[config.mk]
export PLATFORM = sky130hd
export DESIGN_NAME = reference_input_monitor
export DESIGN_NICKNAME = d
export VERILOG_FILES = /design/src/core/reference_input_monitor.v
export VERILOG_INCLUDE_DIRS = /design/src /design/src/core
export SDC_FILE = /design/constraint.sdc
export NUM_CORES = 2
export LEC_CHECK = 0
export ABC_AREA = 1
export BUFFER_PORTS_ARGS = -buffer_cell sky130_fd_sc_hd__buf_2
export CAP_MARGIN = 20
export CELL_PAD_IN_SITES_DETAIL_PLACEMENT = 1
export CELL_PAD_IN_SITES_GLOBAL_PLACEMENT = 2
export CORE_ASPECT_RATIO = 0.8
export CORE_MARGIN = 8
export CORE_UTILIZATION = 37
export DETAILED_ROUTE_END_ITERATION = 8
export PLACE_DENSITY = 0.84
export SLEW_MARGIN = 20
export SYNTH_ARGS = -nofsm -noshare
export SYNTH_HDL_FRONTEND = slang
export SYNTH_SLANG_ARGS = --single-unit
export TNS_END_PERCENT = 30
[constraint.sdc]
create_clock -name clk -period 4.26 [get_ports clk]
set_input_delay 0.852 -clock clk [delete_from_list [all_inputs] [get_ports clk]]
set_output_delay 0.852 -clock clk [all_outputs]
set_load 0.1 [all_outputs]
[src/core/refmon_regs.vh]
`ifndef REFMON_REGS_VH
`define REFMON_REGS_VH

// ----------------------------------------------------------------
// register offsets (byte addresses on the host register port)
// ----------------------------------------------------------------
`define OFS_REF_CFG       8'h0a
`define OFS_TIMER_CTL     8'h10
`define OFS_FMASK_01      8'h11
`define OFS_FMASK_23      8'h12
`define OFS_ABSENT_SEL    8'h13
`define OFS_ABSENT_CTL    8'h14
`define OFS_ACTIVE_REF    8'h15
`define OFS_LOOP0_MASK    8'h16
`define OFS_LOOP1_MASK    8'h17
`define OFS_STRAP         8'h18
`define OFS_NOM_BASE      8'h20
`define OFS_STAT_BASE     8'h30

// ----------------------------------------------------------------
// field positions
// ----------------------------------------------------------------
`define FLD_SOAK_LSB      0
`define FLD_QUAL_LSB      2
`define FLD_FORCE_HO_LSB  4
`define FLD_LOOP1_LSB     4
`define IND_SPC           0
`define IND_CFC           1
`define IND_SOAK          2
`define IND_ABSENT        3

// ----------------------------------------------------------------
// reset values
// ----------------------------------------------------------------
`define RST_REF_CFG       8'h00
`define RST_TIMER_CTL     8'h06
`define RST_FMASK         8'hff
`define RST_ABSENT_SEL    8'h00
`define RST_ABSENT_CTL    8'h00
`define RST_ACTIVE_REF    8'h10
`define RST_LOOP_MASK     8'hff
`define RST_NOM           8'h00

// ----------------------------------------------------------------
// timing
// ----------------------------------------------------------------
`define CLK_FREQ_KHZ      50000
`define SOAK_10_MS        10
`define SOAK_50_MS        50
`define SOAK_2500_MS      2500
`define CFC_WINDOW_EDGES  1024
`define STRAP_SETTLE_CYC  2'h3

`endif

[src/core/reference_input_monitor.v]
`timescale 1ns/1ns
`include "refmon_regs.vh"
// ----------------------------------------------------------------
// per-reference checker
// ----------------------------------------------------------------
module ref_channel_check (
	input  wire        clk,
	input  wire        nrst,
	input  wire        ref_edge,
	input  wire        absent_in,
	input  wire [15:0] nom_period,
	input  wire [31:0] soak_cyc,
	input  wire [31:0] qual_cyc,
	output wire [3:0]  ind
);
	reg  [16:0] per_cnt_q;
	reg         seen_q;
	reg         spc_fail_q;
	reg  [9:0]  win_edges_q;
	reg  [26:0] win_sum_q;
	reg         cfc_fail_q;
	reg         disq_q;
	reg  [31:0] soak_cnt_q;
	wire [16:0] nom   = {1'b0, nom_period};
	wire [26:0] exp_w = {1'b0, nom_period, 10'h000};
	wire [26:0] diff  = (win_sum_q > exp_w) ? (win_sum_q - exp_w) : (exp_w - win_sum_q);
	wire [26:0] tol   = {11'h000, nom_period} + {17'h00000, nom_period[15:6]};
	wire        bad   = spc_fail_q | cfc_fail_q;
	// a zero nominal period disables both checks
	always @(posedge clk) begin
		if (!nrst) begin
			per_cnt_q  <= 17'h00000;
			seen_q     <= 1'b0;
			spc_fail_q <= 1'b0;
		end else if (nom_period == 16'h0000) begin
			seen_q     <= 1'b0;
			spc_fail_q <= 1'b0;
		end else if (ref_edge) begin
			per_cnt_q <= 17'h00001;
			seen_q    <= 1'b1;
			if (seen_q)
				spc_fail_q <= (per_cnt_q < (nom >> 1)) || (per_cnt_q > nom + (nom >> 1));
		end else if (seen_q) begin
			if (per_cnt_q != 17'h1ffff)
				per_cnt_q <= per_cnt_q + 17'h00001;
			if (per_cnt_q > (nom << 1))
				spc_fail_q <= 1'b1;
		end
	end
	// window of 1024 periods; tolerance nom*1.0156 sits just under 0.1 percent
	always @(posedge clk) begin
		if (!nrst || nom_period == 16'h0000) begin
			win_edges_q <= 10'h000;
			win_sum_q   <= 27'h0000000;
			cfc_fail_q  <= 1'b0;
		end else if (seen_q) begin
			if (ref_edge) begin
				win_edges_q <= win_edges_q + 10'h001;
				if (win_edges_q == 10'h3ff) begin
					cfc_fail_q <= (diff > tol);
					win_sum_q  <= 27'h0000001;
				end else begin
					win_sum_q <= win_sum_q + 27'h0000001;
				end
			end else if (win_sum_q != 27'h7ffffff) begin
				win_sum_q <= win_sum_q + 27'h0000001;
			end
		end
	end
	always @(posedge clk) begin
		if (!nrst) begin
			disq_q     <= 1'b0;
			soak_cnt_q <= 32'h00000000;
		end else if (!disq_q) begin
			if (!bad)
				soak_cnt_q <= 32'h00000000;
			else if (soak_cnt_q + 32'h00000001 >= soak_cyc) begin
				disq_q     <= 1'b1;
				soak_cnt_q <= 32'h00000000;
			end else
				soak_cnt_q <= soak_cnt_q + 32'h00000001;
		end else begin
			if (bad)
				soak_cnt_q <= 32'h00000000;
			else if (soak_cnt_q + 32'h00000001 >= qual_cyc) begin
				disq_q     <= 1'b0;
				soak_cnt_q <= 32'h00000000;
			end else
				soak_cnt_q <= soak_cnt_q + 32'h00000001;
		end
	end

	assign ind = {absent_in, disq_q, cfc_fail_q, spc_fail_q};
endmodule // ref_channel_check
// ----------------------------------------------------------------
// top
// ----------------------------------------------------------------
module reference_input_monitor #(
	parameter [31:0] SOAK_10_CYC   = `SOAK_10_MS * `CLK_FREQ_KHZ,
	parameter [31:0] SOAK_50_CYC   = `SOAK_50_MS * `CLK_FREQ_KHZ,
	parameter [31:0] SOAK_2500_CYC = `SOAK_2500_MS * `CLK_FREQ_KHZ
) (
	input  wire       clk,
	input  wire       nrst,
	input  wire [3:0] ref_in,
	input  wire [3:0] gpio_in,
	input  wire [7:0] reg_addr,
	input  wire       reg_wr,
	input  wire [7:0] reg_wdata,
	output reg  [7:0] reg_rdata,
	output reg  [3:0] ref_to_loop,
	output reg  [3:0] ref_valid,
	output reg  [3:0] ref_fail,
	output reg  [1:0] switch_request,
	output reg  [1:0] holdover_request,
	output reg  [1:0] mclk_sel
);
	reg  [7:0]  ref_cfg_q, timer_ctl_q, fmask01_q, fmask23_q;
	reg  [7:0]  absent_sel_q, absent_ctl_q, active_q, loop0_mask_q, loop1_mask_q;
	reg  [7:0]  nom_q [0:7];
	reg  [3:0]  ref_s1_q, ref_s2_q, ref_s3_q;
	reg  [3:0]  gpio_s1_q, gpio_s2_q;
	reg  [1:0]  strap_cnt_q;
	reg  [31:0] soak_cyc;
	reg  [31:0] qual_cyc;
	wire [3:0]  ref_edge = ref_s2_q & ~ref_s3_q;
	wire [15:0] ind_all;
	wire [15:0] fmask = {fmask23_q, fmask01_q};
	integer     i, j;
	// ------------------------------------------------------------
	// input synchronisers and master clock strap
	// ------------------------------------------------------------
	always @(posedge clk) begin
		ref_s1_q  <= ref_in;
		ref_s2_q  <= ref_s1_q;
		ref_s3_q  <= ref_s2_q;
		gpio_s1_q <= gpio_in;
		gpio_s2_q <= gpio_s1_q;
	end
	// strap is caught once the synchroniser holds post-reset samples
	always @(posedge clk) begin
		if (!nrst) begin
			strap_cnt_q <= 2'h0;
			mclk_sel    <= 2'h0;
		end else if (strap_cnt_q != `STRAP_SETTLE_CYC) begin
			strap_cnt_q <= strap_cnt_q + 2'h1;
			mclk_sel    <= gpio_s2_q[1:0];
		end
	end
	// ------------------------------------------------------------
	// host registers
	// ------------------------------------------------------------
	always @(posedge clk) begin
		if (!nrst) begin
			ref_cfg_q    <= `RST_REF_CFG;
			timer_ctl_q  <= `RST_TIMER_CTL;
			fmask01_q    <= `RST_FMASK;
			fmask23_q    <= `RST_FMASK;
			absent_sel_q <= `RST_ABSENT_SEL;
			absent_ctl_q <= `RST_ABSENT_CTL;
			active_q     <= `RST_ACTIVE_REF;
			loop0_mask_q <= `RST_LOOP_MASK;
			loop1_mask_q <= `RST_LOOP_MASK;
			for (i = 0; i < 8; i = i + 1)
				nom_q[i] <= `RST_NOM;
		end else if (reg_wr) begin
			case (reg_addr)
				`OFS_REF_CFG:    ref_cfg_q    <= reg_wdata;
				`OFS_TIMER_CTL:  timer_ctl_q  <= reg_wdata;
				`OFS_FMASK_01:   fmask01_q    <= reg_wdata;
				`OFS_FMASK_23:   fmask23_q    <= reg_wdata;
				`OFS_ABSENT_SEL: absent_sel_q <= reg_wdata;
				`OFS_ABSENT_CTL: absent_ctl_q <= reg_wdata;
				`OFS_ACTIVE_REF: active_q     <= reg_wdata;
				`OFS_LOOP0_MASK: loop0_mask_q <= reg_wdata;
				`OFS_LOOP1_MASK: loop1_mask_q <= reg_wdata;
				default: begin
					if ({reg_addr[7:3], 3'h0} == `OFS_NOM_BASE)
						nom_q[reg_addr[2:0]] <= reg_wdata;
				end
			endcase
		end
	end
	always @(posedge clk) begin
		if (!nrst)
			reg_rdata <= 8'h00;
		else begin
			case (reg_addr)
				`OFS_REF_CFG:    reg_rdata <= ref_cfg_q;
				`OFS_TIMER_CTL:  reg_rdata <= timer_ctl_q;
				`OFS_FMASK_01:   reg_rdata <= fmask01_q;
				`OFS_FMASK_23:   reg_rdata <= fmask23_q;
				`OFS_ABSENT_SEL: reg_rdata <= absent_sel_q;
				`OFS_ABSENT_CTL: reg_rdata <= absent_ctl_q;
				`OFS_ACTIVE_REF: reg_rdata <= active_q;
				`OFS_LOOP0_MASK: reg_rdata <= loop0_mask_q;
				`OFS_LOOP1_MASK: reg_rdata <= loop1_mask_q;
				`OFS_STRAP:      reg_rdata <= {6'h00, mclk_sel};
				default: begin
					if ({reg_addr[7:3], 3'h0} == `OFS_NOM_BASE)
						reg_rdata <= nom_q[reg_addr[2:0]];
					else if ({reg_addr[7:2], 2'h0} == `OFS_STAT_BASE)
						reg_rdata <= {2'h0, ref_valid[reg_addr[1:0]], ref_fail[reg_addr[1:0]],
							ind_all[reg_addr[1:0]*4 +: 4]};
					else
						reg_rdata <= 8'h00;
				end
			endcase
		end
	end
	// ------------------------------------------------------------
	// soak and qualify times
	// ------------------------------------------------------------
	always @* begin
		case (timer_ctl_q[`FLD_SOAK_LSB +: 2])
			2'h0:    soak_cyc = 32'h00000001;
			2'h1:    soak_cyc = SOAK_10_CYC;
			2'h2:    soak_cyc = SOAK_50_CYC;
			default: soak_cyc = SOAK_2500_CYC;
		endcase
		case (timer_ctl_q[`FLD_QUAL_LSB +: 2])
			2'h0:    qual_cyc = soak_cyc << 1;
			2'h1:    qual_cyc = soak_cyc << 2;
			2'h2:    qual_cyc = soak_cyc << 4;
			default: qual_cyc = soak_cyc << 5;
		endcase
	end
	// ------------------------------------------------------------
	// per-reference monitors
	// ------------------------------------------------------------
	genvar g;
	generate
		for (g = 0; g < 4; g = g + 1) begin : chan
			wire absent = absent_ctl_q[g] & gpio_s2_q[absent_sel_q[2*g +: 2]];
			ref_channel_check u_chk (
				.clk        (clk),
				.nrst       (nrst),
				.ref_edge   (ref_edge[g]),
				.absent_in  (absent),
				.nom_period ({nom_q[2*g+1], nom_q[2*g]}),
				.soak_cyc   (soak_cyc),
				.qual_cyc   (qual_cyc),
				.ind        (ind_all[4*g +: 4])
			);
		end
	endgenerate
	// ------------------------------------------------------------
	// masked outputs and loop reference path
	// ------------------------------------------------------------
	always @(posedge clk) begin
		if (!nrst) begin
			ref_fail         <= 4'h0;
			ref_valid        <= 4'h0;
			ref_to_loop      <= 4'h0;
			switch_request   <= 2'h0;
			holdover_request <= 2'h0;
		end else begin
			for (j = 0; j < 4; j = j + 1) begin
				ref_fail[j]  <= |(ind_all[4*j +: 4] & fmask[4*j +: 4]);
				ref_valid[j] <= ~|(ind_all[4*j +: 3] & fmask[4*j +: 3]);
				// halving gives a 50 percent duty cycle at a rate the loop can take
				if (!ref_cfg_q[j])
					ref_to_loop[j] <= ref_s3_q[j];
				else if (ref_edge[j])
					ref_to_loop[j] <= ~ref_to_loop[j];
			end
			switch_request[0] <= |(ind_all[4*active_q[1:0] +: 4] & loop0_mask_q[3:0]);
			switch_request[1] <= |(ind_all[4*active_q[`FLD_LOOP1_LSB +: 2] +: 4] & loop1_mask_q[3:0]);
			// loop then runs from frequency stored while locked
			holdover_request[0] <= absent_ctl_q[`FLD_FORCE_HO_LSB] |
				|(ind_all[4*active_q[1:0] +: 4] & loop0_mask_q[7:4]);
			holdover_request[1] <= absent_ctl_q[`FLD_FORCE_HO_LSB + 1] |
				|(ind_all[4*active_q[`FLD_LOOP1_LSB +: 2] +: 4] & loop1_mask_q[7:4]);
		end
	end
endmodule // reference_input_monitor

==> insert_results.sql <==
INSERT INTO impl_metrics (metric_group, metric, value, unit) VALUES
('detailed_routing', 'detail_route.vias_per_cell', '5.50', ''),
('critical_path', 'depth_of_the_worst_register_to_register_path', '19', ''),
('sta', 'layout_worst_path_cycle_share', '95.9', '%'),
('place', 'place_congestion', '0.954', ''),
('synth', 'syn-instance-count', '7732', ''),
('sta', 'fin_worst_skew', '35.6', 'ps'),
('critical_path', 'cp.arrival', '4670', 'ps'),
('detailed_routing', 'dr.first_iter.drc_count', '3961', ''),
('detailed_routing', 'routed-via-count', '54400', ''),
('place', 'dp_hpwl', '176000', 'um'),
('finish', 'layoutNonFillerInstCount', '9896', ''),
('critical_path', 'crit-reg2reg-capture', 'chan[3].u_chk.spc_fail_q', ''),
('finish', 'drive_gt1_share', '7.03', '%'),
('clock_network', 'path_clk_slew', '70', 'ps'),
('synth', 'post-synth-top-area-cell', 'sky130_fd_sc_hd__dfxtp_1', ''),
('place', 'io_buffers', '52', ''),
('worst_hold_path', 'min-delay-path-class', 'in2reg', ''),
('critical_path', 'worstPathRequired', '4840', 'ps'),
('synth', 'synthTopCellsByArea', 'sky130_fd_sc_hd__dfxtp_1, sky130_fd_sc_hd__ha_1, sky130_fd_sc_hd__nand2_1', ''),
('critical_path', 'critical_register_to_register_path_startpoint', 'nom_q[6][3]', ''),
('critical_path', 'dominant_cell_type_by_count_on_the_critical_path', 'sky130_fd_sc_hd__nand2_1', ''),
('sta', 'maxSlewViolCount', '0', ''),
('clock_network', 'h_tree_level_count', '3', ''),
('critical_path', 'cp_max_fo', '5', ''),
('critical_path', 'worst_setup_path_startpoint', 'nom_q[6][3]', ''),
('global_routing', 'first_global_vias', '53700', ''),
('sta', 'hold_ws', '255', 'ps'),
('critical_path', 'start_kind', 'flip-flop', ''),
('power', 'ir_drop', '0.000236', 'V'),
('detailed_routing', 'route.antenna.remaining_nets', '0', ''),
('clock_network', 'tritoncts', 'yes', ''),
('critical_path', 'regToRegSetupSlack', '170', 'ps'),
('global_routing', 'gr_ovfl_total', '0', ''),
('synth', 'syn-mean-instance-area', '6.64', 'sq um'),
('global_routing', 'global_route_wire_length_before_repair', '327000', 'um'),
('synth', 'netlist-cell-type-count', '73', ''),
('critical_path', 'worst_setup_path_endpoint', 'chan[3].u_chk.spc_fail_q', ''),
('sta', 'maxClockFrequency', '245', 'MHz'),
('sta', 'hold_violations', '0', ''),
('power', 'power_per_cell_area', '260', 'nW/um^2'),
('sta', 'timing_worst_slew_pin_value', '1200', 'ps'),
('power', 'totalPowerFinal', '15100', 'uW'),
('clock_network', 'cts_num_sinks', '544', ''),
('flow_run', 'max_cap_viol_count', '0', ''),
('floorplanning', 'coreArea', '138000', 'sq um'),
('synth', 'post-synth-top-area-fraction', '18.7', '%'),
('sta', 'timing.final.ws_setup', '174', 'ps'),
('outcome', 'run_status', 'complete, no violations', ''),
('synth', 'synth_edf_count', '64', ''),
('critical_path', 'cpMaxStageDelayCell', 'sky130_fd_sc_hd__edfxtp_1', ''),
('clock_network', 'worstSkewPairLatency', '700', 'ps'),
('synth', 'synthesis.nets', '8520', ''),
('clock_network', 'hold_buffers', '0', ''),
('global_routing', 'grt_util_all_layers', '27.5', '%'),
('detailed_routing', 'drc', '0', ''),
('synth', 'post_synth_instance_area', '51300', 'sq um'),
('synth', 'ys.warnings.count', '0', ''),
('finish', 'area_delta_synth_final', '12.9', '%'),
('synth', 'synthMostInstantiatedCell', 'sky130_fd_sc_hd__nand2_1', ''),
('clock_network', 'cts_root_buf', 'sky130_fd_sc_hd__clkbuf_16', ''),
('synth', 'postSynth.topFlopCell', 'sky130_fd_sc_hd__dfxtp_1', ''),
('synth', 'synth-seq-area-share', '22.5', '%'),
('critical_path', 'crit_path_end_kind', 'flip-flop', ''),
('global_routing', 'largest_net_degree_at_the_start_of_global_routing', '147', ''),
('detailed_routing', 'wirelength', '215000', 'um'),
('global_routing', 'grt_antenna_before_repair', '17', ''),
('clock_network', 'numCtsBuffers', '72', ''),
('synth', 'synth_commonest_cells', 'sky130_fd_sc_hd__nand2_1, sky130_fd_sc_hd__inv_1, sky130_fd_sc_hd__nor2_1', ''),
('floorplanning', 'dieWidth', '433', 'um'),
('detailed_routing', 'firstDrtPassIters', '5', ''),
('place', 'dp_worst_setup_slack', '-181', 'ps');
repair_timing:
item | 4_1_cts | 5_1_grt
buffers inserted | 1 | 22
hold endpoints to repair | 0 | 0
pin swaps | 0 | 4
setup endpoints to repair | 2 | 59
gates resized for setup | 3 | 60
power breakdown:
group	internal, uW	switching, uW
clock	3910	2800
combinational	986	2020
sequential	5260	117
total	10200	4930
routing by layer:
layer | track usage [%] | wire length [um] | up-vias
met3 | 4.23 | 14000 | 293
met5 | 0 | 13 | -
met4 | 7.23 | 6000 | 2
met2 | 40.9 | 88400 | 1449
li1 | - | - | 26300
met1 | 41.0 | 107000 | 26300
flip-flops by register name, summed over array words and instances (netlist names), 40 cells and up:
| register | cells |
|---|---|
| chan.u_chk.win_sum_q | 108 |
| nom_q | 64 |
| chan.u_chk.per_cnt_q | 68 |
| chan.u_chk.soak_cnt_q | 128 |
| chan.u_chk.win_edges_q | 40 |
how the worst min path moves through the flow:
stage,from,end,slack [ps],cells after the start
after global placement,ref_s1_q[0],ref_s2_q[0],310,0
final,ref_in[3],ref_s1_q[3],260,1
after floorplan,gpio_s1_q[0],gpio_s2_q[0],310,0
after global routing,ref_in[3],ref_s1_q[3],220,1
after detailed placement,ref_s1_q[0],ref_s2_q[0],310,0
after CTS,ref_in[3],ref_s1_q[3],210,1
layout by cell type (no fill, tap or decap), types with 51 or more instances in the layout:
cell type / netlist / layout
sky130_fd_sc_hd__nand2_1: 1688 / 1686
sky130_fd_sc_hd__inv_1: 1090 / 1082
sky130_fd_sc_hd__nor2_1: 783 / 780
sky130_fd_sc_hd__a21oi_1: 747 / 746
sky130_fd_sc_hd__ha_1: 749 / 733
sky130_fd_sc_hd__dfxtp_1: 480 / 479
sky130_fd_sc_hd__nand3_1: 395 / 395
sky130_fd_sc_hd__o21ai_0: 381 / 371
sky130_fd_sc_hd__buf_4: 3 / 246
sky130_fd_sc_hd__nor3_1: 243 / 238
sky130_fd_sc_hd__xor2_1: 234 / 232
sky130_fd_sc_hd__nand4_1: 148 / 148
sky130_fd_sc_hd__clkbuf_16: 0 / 77
sky130_fd_sc_hd__edfxtp_1: 64 / 64
sky130_fd_sc_hd__a211oi_1: 60 / 59
sky130_fd_sc_hd__o22ai_1: 52 / 52
sky130_fd_sc_hd__buf_2: 17 / 51
logic make-up (layout without fill, tap and decap cells):
| group | Yosys count | in the layout | synth area share (%) |
|---|---|---|---|
| AND/OR/NAND/NOR | 3405 | 3405 | 28.3 |
| AO/OA/AOI/OAI | 1502 | 1502 | 16.4 |
| buffers and inverters | 1237 | 1537 | 9.30 |
| adder cells (fa/ha/maj) | 761 | 761 | 18.7 |
| flip-flops | 544 | 544 | 22.5 |
| XOR/XNOR | 281 | 281 | 4.79 |
| multiplexers | 2 | 2 | 0.0390 |
| other | 0 | 4 | 0 |
stage by stage:
step	utilization (%)	instance area, sq um	TNS [ps]
2_1_floorplan	-	51300	0
3_3_place_gp	39.9	55000	-197
3_5_place_dp	39.9	55000	-262
4_1_cts	41.7	57600	0
5_1_grt	42.0	58000	-114
6_report	42.0	58000	0
area by class of cell:
cell class                      instances  area [sq um]
Antenna cell                            4          10.0
Clock buffer                           96          2120
Clock inverter                         35           423
Fill cell                           18100         80000
Inverter                             1105          4170
Multi-Input combinational cell       5951         35200
Sequential cell                       544         11500
Tap cell                             1860          2330
Timing Repair Buffer                  301          2170
worst max-delay path: cells and delay by family (launching register included):
family / cells / cell delay [ps]
XOR/XNOR: 1 / 100
adder cells (fa/ha/maj): 2 / 670
AND/OR/NAND/NOR: 8 / 1130
AO/OA/AOI/OAI: 7 / 1300
buffers and inverters: 1 / 310
flip-flops: 1 / 470
Note: power is estimated with default switching activity, not from simulation.
